`config.mk`:
```
export PLATFORM = sky130hd
export DESIGN_NAME = serial_port_switch_control
export DESIGN_NICKNAME = d
export VERILOG_FILES = /design/src/switch_ctrl_pkg.sv /design/src/serial_link.sv /design/src/serial_port_switch_control.sv
export SDC_FILE = /design/constraint.sdc
export NUM_CORES = 1
export LEC_CHECK = 0
export BUFFER_PORTS_ARGS = -buffer_cell sky130_fd_sc_hd__buf_2
export CAP_MARGIN = 20
export CORE_UTILIZATION = 40
export DETAILED_ROUTE_END_ITERATION = 8
export GPL_ROUTABILITY_DRIVEN = 0
export GPL_TIMING_DRIVEN = 0
export PLACE_DENSITY = 0.54
export SLEW_MARGIN = 20
export SYNTH_ARGS = -nofsm -noshare
export SYNTH_HDL_FRONTEND = slang
export SYNTH_SLANG_ARGS = --single-unit
export TNS_END_PERCENT = 10
```
`constraint.sdc`:
```
create_clock -name clk -period 3.9 [get_ports clk]
set_clock_uncertainty 0.2 [all_clocks]
set_input_delay 0.975 -clock clk [delete_from_list [all_inputs] [get_ports clk]]
set_output_delay 0.975 -clock clk [all_outputs]
set_load 0.03 [all_outputs]
```
`src/switch_ctrl_pkg.sv`:
```
// Constants shared by the channel-select command interpreter and its serial link.
// Assumes a single 10 MHz system clock.
package switch_ctrl_pkg;
   localparam int unsigned CLK_HZ = 10000000;
   localparam int unsigned BAUD_BPS = 19200;
   // Nearest whole cycle count per bit: 521 cycles, about 0.03 percent slow
   localparam int unsigned BIT_CYCLES_INT = (CLK_HZ + BAUD_BPS / 2) / BAUD_BPS;
   localparam logic [9:0] BIT_CYCLES = 10'(BIT_CYCLES_INT);
   localparam logic [9:0] HALF_BIT_CYCLES = 10'(BIT_CYCLES_INT / 2);
   localparam logic [9:0] CNT_ZERO = 10'h000;
   localparam logic [9:0] CNT_STEP = 10'h001;
   localparam int unsigned DATA_BITS = 8;
   localparam logic [2:0] LAST_DATA_BIT = 3'(DATA_BITS - 1);
   localparam logic [2:0] FIRST_DATA_BIT = 3'h0;
   localparam logic [2:0] BIT_STEP = 3'h1;
   localparam logic LINE_IDLE = 1'b1;
   localparam logic LINE_START = 1'b0;
   localparam logic LINE_STOP = 1'b1;
   // Command codes
   localparam logic [7:0] CMD_BASE = 8'h10;
   localparam logic [7:0] CMD_LAST = 8'h1f;
   localparam logic [7:0] CMD_VIDEO_OFF = 8'h71;
   // Channels: 0 is video off, 1..16 are host ports
   localparam int unsigned MAX_PORTS = 16;
   localparam logic [4:0] CHAN_OFF = 5'h00;
   localparam logic [4:0] CHAN_STEP = 5'h01;
   localparam logic [4:0] PORTS_SMALL = 5'h08;
   localparam logic [4:0] PORTS_LARGE = 5'h10;
   localparam logic [3:0] PORT_IDX_ZERO = 4'h0;
   localparam logic [15:0] MASK_NONE = 16'h0000;
   localparam logic [15:0] MASK_SMALL = 16'h00ff;
   localparam logic [15:0] MASK_LARGE = 16'hffff;
   localparam logic [15:0] BIT_ONE = 16'h0001;
   localparam logic [7:0] BYTE_ZERO = 8'h00;

   typedef enum logic [1:0] {
      LS_IDLE = 2'b00,
      LS_START = 2'b01,
      LS_DATA = 2'b10,
      LS_STOP = 2'b11
   } link_state_t;
endpackage : switch_ctrl_pkg
```
`src/serial_link.sv`:
```
// 8N1 asynchronous transmitter and receiver at the fixed command baud rate.
// Assumes rx_in is already synchronised to clk by the caller.
`timescale 1ns/1ps
module serial_link
   import switch_ctrl_pkg::*;
(
   input wire logic clk, // System clock
   input wire logic rst_b, // Synchronous reset, active low
   input wire logic rx_in, // Synchronised receive line
   output logic [7:0] rx_data, // Last received byte
   output logic rx_valid, // One-cycle pulse per good frame
   input wire logic [7:0] tx_data, // Byte to send
   input wire logic tx_start, // Take tx_data when not busy
   output logic tx_busy, // Transmitter occupied
   output logic tx_out // Transmit line
);
   typedef struct packed {
      link_state_t rx_st;
      logic [9:0] rx_cnt;
      logic [2:0] rx_bit;
      logic [7:0] rx_shift;
      logic rx_valid;
      link_state_t tx_st;
      logic [9:0] tx_cnt;
      logic [2:0] tx_bit;
      logic [7:0] tx_shift;
      logic tx_line;
   } link_t;

   link_t s_reg;
   link_t s_next;

   always_comb begin
      s_next = s_reg;
      s_next.rx_valid = 1'b0;
      if (s_reg.rx_cnt != CNT_ZERO) begin
         s_next.rx_cnt = s_reg.rx_cnt - CNT_STEP;
      end
      // Receiver samples each bit at its middle
      unique case (s_reg.rx_st)
         LS_IDLE: begin
            if (rx_in == LINE_START) begin
               s_next.rx_st = LS_START;
               s_next.rx_cnt = HALF_BIT_CYCLES;
            end
         end
         LS_START: begin
            if (s_reg.rx_cnt == CNT_ZERO) begin
               // A glitch shorter than half a bit is dropped here
               s_next.rx_st = (rx_in == LINE_START) ? LS_DATA : LS_IDLE;
               // One count less than the bit time, matching the transmitter
               s_next.rx_cnt = BIT_CYCLES - CNT_STEP;
               s_next.rx_bit = FIRST_DATA_BIT;
            end
         end
         LS_DATA: begin
            if (s_reg.rx_cnt == CNT_ZERO) begin
               s_next.rx_shift = {rx_in, s_reg.rx_shift[7:1]};
               s_next.rx_cnt = BIT_CYCLES - CNT_STEP;
               s_next.rx_bit = s_reg.rx_bit + BIT_STEP;
               if (s_reg.rx_bit == LAST_DATA_BIT) begin
                  s_next.rx_st = LS_STOP;
               end
            end
         end
         LS_STOP: begin
            if (s_reg.rx_cnt == CNT_ZERO) begin
               // Framing errors are silently discarded
               s_next.rx_valid = (rx_in == LINE_STOP);
               s_next.rx_st = LS_IDLE;
            end
         end
      endcase

      if (s_reg.tx_cnt != CNT_ZERO) begin
         s_next.tx_cnt = s_reg.tx_cnt - CNT_STEP;
      end
      unique case (s_reg.tx_st)
         LS_IDLE: begin
            s_next.tx_line = LINE_IDLE;
            if (tx_start) begin
               s_next.tx_shift = tx_data;
               s_next.tx_line = LINE_START;
               s_next.tx_cnt = BIT_CYCLES - CNT_STEP;
               s_next.tx_st = LS_START;
            end
         end
         LS_START: begin
            if (s_reg.tx_cnt == CNT_ZERO) begin
               s_next.tx_line = s_reg.tx_shift[0];
               s_next.tx_shift = {1'b0, s_reg.tx_shift[7:1]};
               s_next.tx_bit = FIRST_DATA_BIT;
               s_next.tx_cnt = BIT_CYCLES - CNT_STEP;
               s_next.tx_st = LS_DATA;
            end
         end
         LS_DATA: begin
            if (s_reg.tx_cnt == CNT_ZERO) begin
               s_next.tx_cnt = BIT_CYCLES - CNT_STEP;
               s_next.tx_bit = s_reg.tx_bit + BIT_STEP;
               if (s_reg.tx_bit == LAST_DATA_BIT) begin
                  s_next.tx_line = LINE_STOP;
                  s_next.tx_st = LS_STOP;
               end else begin
                  s_next.tx_line = s_reg.tx_shift[0];
                  s_next.tx_shift = {1'b0, s_reg.tx_shift[7:1]};
               end
            end
         end
         LS_STOP: begin
            if (s_reg.tx_cnt == CNT_ZERO) begin
               s_next.tx_st = LS_IDLE;
            end
         end
      endcase
   end

   always_ff @(posedge clk) begin
      if (!rst_b) begin
         s_reg <= '{rx_st: LS_IDLE, rx_cnt: CNT_ZERO, rx_bit: FIRST_DATA_BIT,
                    rx_shift: BYTE_ZERO, rx_valid: 1'b0, tx_st: LS_IDLE,
                    tx_cnt: CNT_ZERO, tx_bit: FIRST_DATA_BIT, tx_shift: BYTE_ZERO,
                    tx_line: LINE_IDLE};
      end else begin
         s_reg <= s_next;
      end
   end

   assign rx_data = s_reg.rx_shift;
   assign rx_valid = s_reg.rx_valid;
   assign tx_busy = (s_reg.tx_st != LS_IDLE);
   assign tx_out = s_reg.tx_line;
endmodule : serial_link

```
`src/serial_port_switch_control.sv`:
```
// Channel-select command interpreter for the auxiliary serial port of a console switch.
// Assumes rx_pin and switch_attached are asynchronous pins; all else is on clk.
//
// Behaviour
// - Serial link runs 8 data bits, no parity, one stop bit, 19200 baud.
// - No flow control; every valid received command byte is sent back.
// - Each received command byte chooses the host port routed to the console.
// - Bytes 10h..1Fh pick ports 1..16; byte 71h picks channel zero, video off.
// - In synchronised-units mode, any change of selected channel sends the matching command out the port.
// - A received command switches this unit to that channel, following a master.
// - Serial control acts only in synchronised-units mode; all units share one baud.
// - Cascaded hosts use two-digit port numbers per level, up to four digits.
// - At most two cascade levels, with hosts at either level.
// - Either eight or sixteen direct host ports, chosen by the variant.
// - A newly attached lower switch is offered; on acceptance its ports are added.
`timescale 1ns/1ps
module serial_port_switch_control
   import switch_ctrl_pkg::*;
(
   input wire logic clk, // System clock, 10 MHz
   input wire logic rst_b, // Synchronous reset, active low
   input wire logic rx_pin, // Auxiliary port receive line
   output logic tx_pin, // Auxiliary port transmit line
   input wire logic sync_mode, // Port set to synchronised-units mode
   input wire logic wide_variant, // High: sixteen ports, low: eight
   input wire logic host_sel_valid, // One-cycle local selection request
   input wire logic [4:0] host_sel_level1, // Top-level port, 0 is video off
   input wire logic [4:0] host_sel_level2, // Lower-switch port, 0 for none
   input wire logic [15:0] switch_attached, // Lower switch present per port
   input wire logic add_accept, // User accepts adding offered ports
   input wire logic add_decline, // User declines the offer
   output logic [4:0] channel, // Selected top-level channel
   output logic [4:0] sub_channel, // Port selected in lower switch
   output logic video_off, // Video blanked
   output logic offer_pending, // Offer to add a lower switch open
   output logic [3:0] offer_port, // Zero-based port of offered switch
   output logic [15:0] cascade_ports // Ports whose lower switch is registered
);
   typedef struct packed {
      logic rx_meta;
      logic rx_sync;
      logic [15:0] att_meta;
      logic [15:0] att_sync;
      logic [15:0] offered;
      logic [4:0] chan;
      logic [4:0] sub_chan;
      logic video_off;
      logic [7:0] tx_byte;
      logic tx_pend;
      logic offer_pend;
      logic [3:0] offer_port;
      logic [15:0] added;
   } ctrl_t;

   ctrl_t s_reg;
   ctrl_t s_next;
   logic [7:0] rx_data;
   logic rx_valid;
   logic tx_busy;
   logic tx_out;
   logic tx_start;

   serial_link link (
      .clk(clk),
      .rst_b(rst_b),
      .rx_in(s_reg.rx_sync),
      .rx_data(rx_data),
      .rx_valid(rx_valid),
      .tx_data(s_reg.tx_byte),
      .tx_start(tx_start),
      .tx_busy(tx_busy),
      .tx_out(tx_out)
   );

   // Pending byte is handed over as soon as the transmitter is free
   // Outside synchronised-units mode nothing new starts; a frame under way still finishes
   assign tx_start = s_reg.tx_pend && !tx_busy && sync_mode;

   function automatic logic [7:0] chan_cmd(input logic [4:0] ch);
      logic [4:0] idx;
      idx = ch - CHAN_STEP;
      chan_cmd = (ch == CHAN_OFF) ? CMD_VIDEO_OFF : {CMD_BASE[7:4], idx[3:0]};
   endfunction : chan_cmd

   logic [4:0] port_count;
   logic [15:0] port_mask;
   logic rx_is_port;
   logic rx_cmd_ok;
   logic [4:0] rx_chan;
   logic [15:0] new_att;
   logic found;
   logic [3:0] first_new;
   logic [4:0] want_chan;
   logic want_change;
   logic local_ok;

   // Decode is kept apart from the state update; the next-state block reads settled terms
   always_comb begin
      port_count = wide_variant ? PORTS_LARGE : PORTS_SMALL;
      port_mask = wide_variant ? MASK_LARGE : MASK_SMALL;

      // Decode a received byte into a channel
      rx_is_port = (rx_data >= CMD_BASE) && (rx_data <= CMD_LAST);
      rx_chan = {1'b0, rx_data[3:0]} + CHAN_STEP;
      rx_cmd_ok = rx_valid && sync_mode &&
                  ((rx_is_port && (rx_chan <= port_count)) || (rx_data == CMD_VIDEO_OFF));
      if (rx_data == CMD_VIDEO_OFF) begin
         rx_chan = CHAN_OFF;
      end

      // Local request: level-1 port within variant, level-2 (up to 16) only with a level-1 port chosen
      local_ok = host_sel_valid && (host_sel_level1 <= port_count) &&
                 ((host_sel_level2 == CHAN_OFF) ||
                  ((host_sel_level1 != CHAN_OFF) && (host_sel_level2 <= PORTS_LARGE)));
   end

   // Per-port candidates; each port looks only at the ports below it, so offers go lowest first
   logic [15:0] new_below;
   logic [15:0] new_first;
   generate
      for (genvar p = 0; p < MAX_PORTS; p++) begin : g_port
         assign new_att[p] = s_reg.att_sync[p] && !s_reg.offered[p] && !s_reg.added[p] &&
                             port_mask[p];
         if (p == 0) begin : g_lowest
            assign new_below[p] = 1'b0;
         end else begin : g_higher
            assign new_below[p] = |new_att[p - 1:0];
         end
         assign new_first[p] = new_att[p] && !new_below[p];
      end
   endgenerate
   assign found = |new_att;

   always_comb begin
      s_next = s_reg;
      s_next.rx_meta = rx_pin;
      s_next.rx_sync = s_reg.rx_meta;
      s_next.att_meta = switch_attached;
      s_next.att_sync = s_reg.att_meta;

      want_chan = s_reg.chan;
      want_change = 1'b0;
      if (rx_cmd_ok) begin
         // A serial command names only the top level
         want_chan = rx_chan;
         s_next.sub_chan = CHAN_OFF;
         // One byte serves both as echo and as the follow command
         s_next.tx_byte = rx_data;
         s_next.tx_pend = 1'b1;
      end else if (local_ok) begin
         want_chan = host_sel_level1;
         s_next.sub_chan = (host_sel_level1 == CHAN_OFF) ? CHAN_OFF : host_sel_level2;
         want_change = (host_sel_level1 != s_reg.chan);
      end
      // Anything else received falls through untouched
      s_next.chan = want_chan;
      s_next.video_off = (want_chan == CHAN_OFF);
      if (want_change && sync_mode) begin
         s_next.tx_byte = chan_cmd(want_chan);
         s_next.tx_pend = 1'b1;
      end else if (tx_start && !rx_cmd_ok) begin
         s_next.tx_pend = 1'b0;
      end
      // A byte still pending when the mode drops would otherwise go out long after
      if (!sync_mode) begin
         s_next.tx_pend = 1'b0;
      end

      // Lower-switch discovery: offer each new attachment once, lowest port first
      first_new = PORT_IDX_ZERO;
      // At most one bit of new_first is set, so or-ing the indices encodes it
      for (int i = 0; i < MAX_PORTS; i++) begin
         if (new_first[i]) begin
            first_new = first_new | 4'(i);
         end
      end
      // Detaching clears history so a later reconnection is offered again
      s_next.offered = s_reg.offered & s_reg.att_sync;
      s_next.added = s_reg.added & s_reg.att_sync;
      if (s_reg.offer_pend) begin
         if (add_accept) begin
            s_next.added = (s_reg.added | (BIT_ONE << s_reg.offer_port)) & s_reg.att_sync;
            s_next.offer_pend = 1'b0;
         end else if (add_decline || !s_reg.att_sync[s_reg.offer_port]) begin
            s_next.offer_pend = 1'b0;
         end
      end else if (found) begin
         s_next.offer_pend = 1'b1;
         s_next.offer_port = first_new;
         s_next.offered = (s_reg.offered | (BIT_ONE << first_new)) & s_reg.att_sync;
      end
   end

   always_ff @(posedge clk) begin
      if (!rst_b) begin
         // Synchroniser stages start at the idle level so that no false start bit follows reset
         s_reg <= '{
            rx_meta: LINE_IDLE,
            rx_sync: LINE_IDLE,
            att_meta: MASK_NONE,
            att_sync: MASK_NONE,
            offered: MASK_NONE,
            chan: CHAN_OFF,
            sub_chan: CHAN_OFF,
            video_off: 1'b1,
            tx_byte: BYTE_ZERO,
            tx_pend: 1'b0,
            offer_pend: 1'b0,
            offer_port: PORT_IDX_ZERO,
            added: MASK_NONE
         };
      end else begin
         s_reg <= s_next;
      end
   end

   assign tx_pin = tx_out;
   assign channel = s_reg.chan;
   assign sub_channel = s_reg.sub_chan;
   assign video_off = s_reg.video_off;
   assign offer_pending = s_reg.offer_pend;
   assign offer_port = s_reg.offer_port;
   assign cascade_ports = s_reg.added;
endmodule : serial_port_switch_control

```
; ---- Word-level counts from Yosys, hierarchy flattened
; Cells that the tools add are included.
; Widths: inputs -> output; s select.
[op_classes]
n_lt_le_gt_ge = 6
bitwise_logic = 8
add_sub_neg = 6
n_eq_ne = 21
n_mux = 61
n_reduce_logical = 169
div = 0
mul = 0
shift = 2
[ops]
columns = cell, count
row1 = $mux 16, 5
row2 = $logic_and 1x1->1, 74
row3 = $and 16x16->16, 4
row4 = $pmux 10 s3, 2
row5 = $logic_not 1->1, 50
row6 = $mux 24, 2
row7 = $mux 4, 8
row8 = $or 16x16->16, 2
row9 = $shl 1x4->16 const A, 2
row10 = $mux 5, 6
row11 = $pmux 9 s3, 1
row12 = $mux 12, 2
row13 = $mux 23, 1
row14 = $logic_not 10->1, 2
row15 = $mux 10, 2
row16 = $reduce_bool 10->1, 2
row17 = $sub 10x1->10 const B, 2
row18 = $mux 9, 2
row19 = $mux 8, 2
row20 = $ne 2x1->1 const B, 8
row21 = $pmux 2 s4, 2
row22 = $reduce_or 16->1, 1
row23 = $logic_not 5->1, 3
row24 = $mux 15, 1
row25 = other kinds (43), 87
[word_totals]
ram_bits = 0
output_inout_bits = 33
register_bits = 139
elab_cells = 296
latchBits = 0
rom_bits = 0
memories = 0
inputBits = 34

; ---- Longest topological paths before layout
; Gate-level depths: netlist of run 1.
[depth]
ltp_word = 26
depth_mapped = 14
depth_no_buf = 14

; ---- By module
; A second synthesis of run 1 with hierarchy kept.
[unflattened]
hier_cells = 775
hier_area_um2 = 6957.9
[by_module_without_submodules]
columns = module, seq_area_each_um2, cells_per_inst, n_inst, area_each_um2
row1 = serial_port_switch_control, 1821.7, 476, 1, 4285.4
row2 = serial_link, 960.9, 299, 1, 2672.6

; ---- Worst setup path before layout of run 1
; No wires, ideal clock.
[synth_path]
path_kind = input to register
from = in wide_variant
to = reg s_reg[23] (netlist bit)
path_buffers = 1
setup_ns = 0.086
slack_ns = 0.209
required_time_ns = 3.614
stages = 13
arrival_ns = 3.404
path_cell_list = inv_1 ha_1 nor2b_1 o32ai_2 o21a_1 buf_4 nor2_1 o21ai_1 inv_1 ha_1 and4b_1 or3_1 a221oi_2
[synth_via]
elab_chain_len = 9
elab_cells_between_ends = 18
classes_between = add/sub: 1 / order compare: 2 / mux: 7 / reduce/logical: 8
[synth_lines]
columns = item, line
row1 = from (decl), serial_port_switch_control.sv:25  ; input wire logic wide_variant,
row2 = $mux 5 *, serial_port_switch_control.sv:99  ; port_count = wide_variant ? PORTS_LARGE : PORTS_SMALL;
row3 = "$le 5x5->1, on equally long branches", "serial_port_switch_control.sv:112, serial_port_switch_control.sv:106"
row4 = "$logic_and 1x1->1, on equally long branches", "serial_port_switch_control.sv:112, serial_port_switch_control.sv:106"
row5 = $logic_and 1x1->1 or $logic_or 1x1->1 (tied branches), "serial_port_switch_control.sv:112, serial_port_switch_control.sv:106"
row6 = $mux 5 or $logic_and 1x1->1 (tied branches), "serial_port_switch_control.sv:150, serial_port_switch_control.sv:105"
row7 = $mux 5, serial_port_switch_control.sv:143  ; if (rx_cmd_ok) begin
row8 = $sub 4x1->4 or $logic_not 5->1 (tied branches), "serial_port_switch_control.sv:81, serial_port_switch_control.sv:82"
row9 = $mux 7, serial_port_switch_control.sv:82  ; chan_cmd = (ch == CHAN_OFF) ? CMD_VIDEO_OFF : {CMD_BASE[7:4], idx[3:0]};
row10 = $mux 8, serial_port_switch_control.sv:158  ; if (want_change && sync_mode) begin
row11 = to (signal assigned), serial_port_switch_control.sv:197  ; s_reg <= '{
row12 = to (signal assigned), serial_port_switch_control.sv:213  ; s_reg <= s_next;
row13 = to (decl), serial_port_switch_control.sv:55  ; ctrl_t s_reg;
; Every way passes the cells marked *; elsewhere a longest branch is shown, timed or not.
; A chain may end at the register's enable or synchronous reset.

; ---- Final worst setup path of run 1
; Same ends and word-level chain as after synthesis.

==> metrics.txt, run 1 <==
outcome complete, no violations; # fillers 1539; Fmax 270 MHz; library cells used by synthesis 72; largest net degree at the start of global routing 17; CTS tree yes; time the worst path needs with I/O delays and setup 3.70 ns; area grow syn2layout 18.7%; die area 16700 sq um; synthesized flop and latch total 139; crit end category flop; fin. max-slew vios 0; Syn Nets 797; final wirelength 16000 microns; Max-Cap Viols 0; TritonCTS Buffers 17; die width 129 microns; initial DRC count 296; number of global-route vias before repair 5127; routed vias/inst 5.16; DR WL/cell 15.2 microns; Setup-failing EPs final 0; sw power 1340 uW; setup tns final 0 ns; Critical Path RT 4.03 ns; worst hold start s_next[89]; n_diodes 0; mapped cell area 6470 sq um; register area 2780 sq um; Max H-tree Level 4; initial antenna violation count 0; non-filler cells, final 1053; GR Overflow Total 0; max reg flops 42; Tot GR Track Use 0.202; placed instance count 1019; Starting Density 0.409; Leak 0.00305 uW; DRT Pass-1 Iters 4; syn_area_per_cell 8.78 sq um; Startpoint Class input pin; Crit. Startpoint wide_variant; crit-path max FO 10; Die Height 129 microns; root buf cell clkbuf_16; P_int 2950 uW; std cell rows 46; I/O pin count 67; layout cells sized above 1 0.183; Comb pwr share 0.251; Slew HR 0.476; CP Class input pin to flop; number of flops mapped to enable cells by yosys 0; period utilization 0.950; Antenna Nets Post-Route 0; reg2reg start link.rx_data[0]; DP Wirelength 12100 microns; fin nets 885; sw frac 0.312; clock sinks 139; dominant synthesized flop cell dfxtp_1; power density over the cells 558 nW/um^2; Gate Count Post-Synth 737; first-pass GRT wire length 26000 microns; Hold WC Path Type flop to flop; Arr. time, crit path 3.84 ns; footprint of the multi-input gates 3280 sq um; Syn. warnings 0; RSZ-0062 raised after global routing false; Worst-path clk slew 0.06 ns; Seq pwr share 0.386; clock power share 0.364; maximum vdd drop 406 uV; Max Root-Sink Buffers 2; via count 5430; Slew @ Worst Pin 0.786 ns; Fin. Hold Viols 0; # DRC 0; sequential area share after synthesis 0.430; Port-buffer cells 66; ys async rst share 0; Skew-Pair Late Insertion Delay 0.41 ns; core area 15800 sq um
[critical path, cell delays in order]
cell and delay, ns:
buf_2 0.13, inv_1 0.21, ha_1 0.29, nor2b_1 0.16
o32ai_4 0.31, o21ai_4 0.17, mux2i_1 0.19, o21ai_1 0.27
inv_1 0.09, ha_1 0.24, and4b_1 0.25, or3_1 0.34
a221oi_2 0.20
[final cells by class]
cell class,count,area share
Buffer,55,0.0424
Clock inverter,12,0.0161
Tap cell,216,0.0352
Sequential cell,139,0.362
Multi-Input combinational cell,519,0.427
Inverter,24,0.0117
Clock buffer,19,0.0590
Timing Repair Buffer,69,0.0459
[cell usage after synthesis, types with 3 or more instances]
cell	n	share of area
inv_1	23	0.013
a32o_1	3	0.0046
a31oi_1	9	0.0087
ha_1	26	0.050
nor4bb_1	3	0.0046
and2_1	35	0.034
dfxtp_1	139	0.43
clkbuf_1	19	0.011
a211oi_1	12	0.014
nor2b_1	8	0.0077
or3_1	8	0.0077
o21ai_1	6	0.0046
buf_4	31	0.036
a22oi_1	8	0.0093
mux2i_1	6	0.0093
xor2_1	6	0.0081
o21ai_0	5	0.0039
and3_1	7	0.0068
buf_1	3	0.0017
nor2_1	100	0.058
nor4_1	5	0.0048
nor4b_1	3	0.0041
nor3b_1	13	0.015
a32oi_1	4	0.0054
mux4_2	5	0.017
nand2b_1	11	0.011
nand3_1	23	0.018
a21oi_1	74	0.057
xnor2_1	11	0.015
nor3_1	18	0.014
nand2_1	61	0.035
[path summary, 6_finish.rpt]
check / endpoint / slack, ns / cells past startpoint
max: s_reg[23] / 0.20 / 13
min: s_reg[89] / 0.21 / 1
min reg2reg: s_reg[89] / 0.21 / 1
max reg2reg: s_reg[23] / 0.27 / 13
[placed cells by master (no fill, tap or decap), types with 4 or more instances in the layout]
cell type	count
nand3_1	23
inv_1	23
nor4_1	5
o21ai_1	6
ha_1	26
o21ai_0	5
a22oi_1	8
and3_1	7
clkinv_2	6
xor2_1	6
xnor2_1	11
clkbuf_16	17
nand2_1	61
nor2_1	100
a32oi_1	4
a31oi_1	9
nor2b_1	8
and2_1	35
nand2b_1	11
or3_1	8
dfxtp_1	139
mux2i_1	6
a211oi_1	12
nor3_1	18
buf_4	34
mux4_2	5
buf_2	68
nor3b_1	13
clkbuf_1	19
a21oi_1	74
[kinds of logic (layout without fill, tap and decap cells)]
group | Yosys count | after routing | synth area share
compound gates | 150 | 150 | 0.156
xor+xnor | 17 | 17 | 0.0230
fa+ha+maj | 26 | 26 | 0.0503
buf+inv | 79 | 179 | 0.0642
flops | 139 | 139 | 0.430
mux | 11 | 11 | 0.0267
simple gates | 315 | 315 | 0.250
[metal layers]
metal | up-vias | wire [microns] | global-route usage
met5 | - | 0 | 0
met1 | 2558 | 7270 | 0.257
met2 | 110 | 7780 | 0.334
li1 | 2741 | - | -
met4 | 0 | 262 | 0.0713
met3 | 21 | 712 | 0.0483
[per-stage QoR]
step            util  instance area [sq um]  hold WS (ns)  power, uW  setup slack, ns
2_1_floorplan      -                   6470         0.186       2480            0.209
3_3_place_gp   0.447                   7070         0.192       2720           -0.283
3_5_place_dp   0.447                   7070         0.198       2750           -0.317
4_1_cts        0.483                   7650         0.211       4320            0.112
5_1_grt        0.485                   7680         0.233       4530          0.00526
6_report       0.485                   7680         0.206       4280            0.195
[what timing repair did]
action,CTS,global route
hold endpoints to repair,0,0
hold buffers,0,0
endpoints found under the setup margin,0,1
resized for setup,0,1
setup buffers,0,3
[power groups by stage]
stage               sequential [uW]  clock [uW]  combinational, uW
floorplan                      1660           0                821
global placement               1680           0               1040
detailed placement             1680           0               1070
CTS                            1650        1600               1070
global route                   1670        1650               1210
finish                         1650        1560               1070
No activity file was read; power rests on OpenSTA's default activity.
==> inputs of run 2 (changes only) <==
- CELL_PAD_IN_SITES_DETAIL_PLACEMENT: not set -> 1
- CELL_PAD_IN_SITES_GLOBAL_PLACEMENT: not set -> 2
- CORE_UTILIZATION: 40 -> 36
- PLACE_DENSITY: 0.54 -> 0.75
==> run 2 against run 1 <==
Combinational power about the same. Sequential power about the same. Worst hold slack improved by 0.012 ns. Register-to-register slack better by 0.13 ns. Final cell count up 1.5%. Wire length increased by 14%. Via count increased by 1.7%. Highest routed layer unchanged.
==> metrics.txt, run 2 (synthesized netlist as in run 1, its figures left out) <==
DR WL/cell 17.1 microns (+12%); core area 17400 sq um (+10%); # fillers 2053 (+33%); die width 136 microns (+5.3%); period utilization 0.960 (+0.0100); crit path cell chain buf_2 > clkinvlp_4 > ha_4 > nor2b_1 > o32ai_4 > o21ai_4 > mux2i_1 > o21ai_2 > inv_1 > ha_2 > and4b_1 > or3_1 > a221oi_2; non-filler cells, final 1069 (+1.5%); commonest non-fill, non-tap cell in the layout dfxtp_1; sw frac 0.327 (+0.0146); clock sinks 139 (unchanged); Comb pwr share 0.252 (about the same); largest net degree at the start of global routing 17 (unchanged); crit-path max FO 7 (-3); Arr. time, crit path 3.88 ns (+0.04 ns); TritonCTS Buffers 17 (unchanged); Hold WC Path Type flop to flop; Startpoint Class input pin; crit end category flop; dpl cell area 7080 sq um (+0.16%); Worst-path clk slew 0.06 ns (about the same); fin nets 891 (+0.68%); DP Wirelength 13500 microns (+12%); # DRC 0 (unchanged); CP Class input pin to flop; routed vias/inst 5.16 (+0.14%); Seq pwr share 0.379 (-0.007); Skew-Pair Late Insertion Delay 0.41 ns (about the same); power density over the cells 561 nW/um^2 (+0.55%); time the worst path needs with I/O delays and setup 3.74 ns (+0.0390 ns); final design utilization 0.448 (-0.0377); Fin. Hold Viols 0 (unchanged); Tot GR Track Use 0.208 (+0.00618); max reg flops 42 (unchanged); setup tns final 0 ns (unchanged); Fmax 267 MHz (-1.0%); most frequent cells in the layout dfxtp_1, nor2_1, a21oi_1; CTS tree yes; # hold bufs at CTS 0 (unchanged); placed instance count 1028 (+0.88%); sw power 1430 uW (+6.8%); n_diodes 0 (unchanged); maximum vdd drop 303 uV (-25%); initial antenna violation count 0 (unchanged); Antenna Nets Post-Route 0 (unchanged); area grow syn2layout 20.5%; Die Height 136 microns (+5.3%); via count 5520 (+1.7%); Slew HR 0.478 (+0.00243); DRT Pass-1 Iters 4 (unchanged); outcome complete, no violations; Setup-failing EPs final 0 (unchanged); Critical-path top delay cell o32ai_4; CP max stage delay 0.37 ns (+0.03 ns); number of global-route vias before repair 5680 (+11%); fin. max-slew vios 0 (unchanged); GR Overflow Total 0 (unchanged); register area 2780 sq um (unchanged); std cell rows 48 (+4.3%); first-pass GRT wire length 29500 microns (+14%); final wirelength 18300 microns (+14%); initial DRC count 225 (-24%); P_int 2940 uW (-0.12%); Critical Path RT 4.03 ns (about the same); Max-Cap Viols 0 (unchanged); Starting Density 0.371 (-0.0373); root buf cell clkbuf_16; design area 7790 sq um (+1.5%); clock power share 0.369 (+0.005); Port-buffer cells 66 (unchanged); footprint of the multi-input gates 3320 sq um (+1.3%); die area 18500 sq um (+11%); Slew @ Worst Pin 0.783 ns (-0.00365 ns); Max Root-Sink Buffers 2 (unchanged); I/O pin count 67 (unchanged); Leak 0.00308 uW (+0.92%); Max H-tree Level 4 (unchanged); layout cells sized above 1 0.198 (+0.0151)
==> run 2: final cells by class <==
cell class,instances,share of cell area
clock buffer,17,0.0546
timing repair buffer,75,0.0510
clock inverter,15,0.0210
multi-input combinational,519,0.426
inverter,24,0.0120
buffer,55,0.0417
sequential,139,0.357
tap,225,0.0361
==> run 2: power groups by stage <==
stage / registers (uW) / logic, uW / clock network, uW
2_1_floorplan: 1660 / 821 / 0
3_3_place_gp: 1680 / 1060 / 0
3_5_place_dp: 1690 / 1100 / 0
4_1_cts: 1660 / 1110 / 1660
5_1_grt: 1670 / 1250 / 1730
6_report: 1650 / 1100 / 1610
==> run 2: critical path, delay by kind of cell <==
| family | cells | cell delay, ns |
|---|---|---|
| adder cells (fa/ha/maj) | 2 | 0.50 |
| buffers and inverters | 3 | 0.51 |
| AO/OA/AOI/OAI | 4 | 0.95 |
| AND/OR/NAND/NOR | 3 | 0.72 |
| multiplexers | 1 | 0.20 |
==> run 2: repair_timing <==
item / 4_1_cts / 5_1_grt
gates resized for setup: 1 / 8
setup buffers: 0 / 9
pin swaps: 0 / 3
endpoints found under the setup margin: 1 / 2
==> run 2: routing by layer <==
metal	up-vias	wire [microns]	track usage
met5	-	0	0
met4	0	77	0.0556
met3	6	634	0.0470
met2	76	8680	0.347
met1	2679	8890	0.269
li1	2759	-	-
==> run 2: per-stage QoR <==
| step | hold slack, ns | setup slack [ns] | total power [uW] |
|---|---|---|---|
| final | 0.218 | 0.156 | 4370 |
| after global routing | 0.245 | -0.00148 | 4650 |
| after CTS | 0.221 | 0.0495 | 4420 |
| after detailed placement | 0.204 | -0.485 | 2780 |
| after global placement | 0.200 | -0.379 | 2740 |
| after floorplan | 0.186 | 0.209 | 2480 |
==> run 2: worst paths after layout <==
kind                                   to  slack, ns       startpoint  cells after the start
worst min-delay path            s_reg[89]       0.22       s_next[89]                      1
worst max-delay path            s_reg[23]       0.16     wide_variant                     13
worst min register to register  s_reg[89]       0.22       s_next[89]                      1
worst max register to register  s_reg[23]       0.40  link.rx_data[0]                     13
==> inputs of run 3 (changes only) <==
- SETUP_SLACK_MARGIN: not set -> 0.5
==> run 3 against run 2 <==
Sequential power about the same. Non-clock buffer count is 10 higher. Clock-buffer cell count rose by 3. Global-route usage up 0.40 points. Flip-flop and latch count is the same. Die area unchanged. Worst hold slack got worse by 0.0015 ns. Wire length increased by 2.2%. Fmax grew 8.7%. Via count up 2.2%. Design area increased by 1.9%. Core utilization rose by 0.85 points.
==> metrics.txt, run 3 (synthesized netlist as in run 1, its figures left out) <==
outcome complete, no violations; Max H-tree Level 4 (unchanged); Slew HR 0.430 (-0.0477); Antenna Nets Post-Route 0 (unchanged); Setup-failing EPs final 0 (unchanged); design area 7940 sq um (+1.9%); CP Class input pin to flop; via count 5641 (+2.2%); worst hold start s_next[89]; Fmax 290 MHz (+8.7%); crit end category flop; Hold WC Path Type flop to flop; fin nets 901 (+1.1%); P_int 3080 uW (+4.5%); most frequent cells in the layout dfxtp_1, nor2_1, a21oi_1; Max Root-Sink Buffers 2 (unchanged); sw power 1410 uW (-1.5%); CTS tree yes; Skew-Pair Late Insertion Delay 0.43 ns (+0.02 ns); placed instance count 1028 (unchanged); Arr. time, crit path 3.58 ns (-0.30 ns); Worst Reg-to-Reg Cells 13 (unchanged); Startpoint Class input pin; Port-buffer cells 66 (unchanged); root buf cell clkbuf_16; core area 17400 sq um (unchanged); Fin. Hold Viols 0 (unchanged); std cell rows 48 (unchanged); DR WL/cell 17.3 microns (+1.3%); GR Overflow Total 0 (unchanged); routed vias/inst 5.23 (+1.3%); commonest non-fill, non-tap cell in the layout dfxtp_1; Comb pwr share 0.254 (+0.002); layout cells sized above 1 0.217 (+0.0190); I/O pin count 67 (unchanged); die width 136 microns (unchanged); DP Wirelength 13500 microns (-0.24%); Worst-path clk slew 0.06 ns (about the same); max reg flops 42 (unchanged); non-filler cells, final 1078 (+0.84%); # hold bufs at CTS 0 (unchanged); flop2flop setup slack 0.53 ns (+0.13 ns); period utilization 0.883 (-0.0770); Die Height 136 microns (unchanged); RSZ-0062 raised after global routing true; area grow syn2layout 22.8%; hold path cells 1 (unchanged); number of global-route vias before repair 5682 (+0.035%); Tot GR Track Use 0.212 (+0.00399); Seq pwr share 0.369 (-0.010); Slew @ Worst Pin 0.854 ns (+0.0715 ns); initial antenna violation count 0 (unchanged); sw frac 0.314 (-0.0130); Worst Hold Endpoint s_reg[89]; Starting Density 0.371 (unchanged); TritonCTS Buffers 17 (unchanged); DRT Pass-1 Iters 4 (unchanged); time the worst path needs with I/O delays and setup 3.44 ns (-0.300 ns); dpl cell area 7110 sq um (+0.41%); clock power share 0.377 (+0.008); first-pass GRT wire length 29900 microns (+1.5%); Min Hold Slack 0.216 ns (-0.00147 ns); fin. max-slew vios 0 (unchanged); largest net degree at the start of global routing 17 (unchanged); power density over the cells 564 nW/um^2 (+0.63%); Max-Cap Viols 0 (unchanged); initial DRC count 189 (-16%); crit-path max FO 5 (-2); reg2reg start link.rx_data[0]; n_diodes 0 (unchanged); Critical Path RT 4.04 ns (about the same); RR Endpoint s_reg[23]; # DRC 0 (unchanged); die area 18500 sq um (unchanged); setup tns final 0 ns (unchanged); final wirelength 18700 microns (+2.2%); Leak 0.00315 uW (+2.2%); maximum vdd drop 365 uV (+20%); clock sinks 139 (unchanged)
[run 3: cell count changes in the layout (fill, tap and decap cells not counted), sizes merged]
cell      change
bufinv        +2
clkinvlp      +2
clkbuf        +3
buf          +10
clkinv        -3
inv           -5
[run 3: cell type report]
class                   instances  area [sq um]
flip-flops and latches        139          2790
fillers                      2057          9470
clock buffers                  20           437
well taps                     225           282
clock inverters                11           170
inverters                      24          93.8
repair buffers                 85           488
plain buffers                  55           329
multi-input cells             519          3360
[run 3: what timing repair did]
action / 4_1_cts / 5_1_grt
endpoints found under the hold margin: 0 / 0
pin swaps: 9 / 6
cloned: 0 / 0
resized for setup: 14 / 9
buffers inserted: 12 / 7
setup endpoints to repair: 7 / 18
[run 3: worst max path at each step]
stage                     depth (start not counted)          from  slack [ns]        end
after CTS                                        14  wide_variant        0.44  s_reg[23]
after floorplan                                  12  wide_variant        0.28  s_reg[23]
after global routing                             14  wide_variant        0.35  s_reg[23]
after detailed placement                         13  wide_variant       -0.38  s_reg[23]
final                                            14  wide_variant        0.46  s_reg[23]
after global placement                           13  wide_variant       -0.34  s_reg[23]
[run 3: power groups by stage]
stage	registers, uW	logic [uW]	clock network [uW]
after floorplan	1660	823	0
after global placement	1680	1060	0
after detailed placement	1680	1100	0
after CTS	1660	1140	1730
after global routing	1670	1280	1800
final	1660	1140	1690
[run 3: worst max-delay path, cell delays in order]
cell        delay, ns
buf_12           0.08
clkinvlp_4       0.18
ha_4             0.27
nor2b_4          0.13
o32ai_4          0.34
o21a_1           0.20
buf_6            0.12
nor2_2           0.04
o21ai_2          0.16
inv_2            0.08
ha_4             0.16
and4b_2          0.26
or3_4            0.39
a221oi_2         0.20
[run 3: per-layer routing]
layer / track usage / routed length, microns
met1: 0.276 / 8670
met2: 0.349 / 8950
met3: 0.0384 / 757
met4: 0.0784 / 312
met5: 0 / 0
[run 3: metrics by stage]
stage	power [uW]	utilization	setup slack, ns
after floorplan	2490	-	0.280
after global placement	2740	0.408	-0.345
after detailed placement	2780	0.408	-0.377
after CTS	4520	0.452	0.438
after global routing	4760	0.456	0.353
final	4480	0.456	0.457
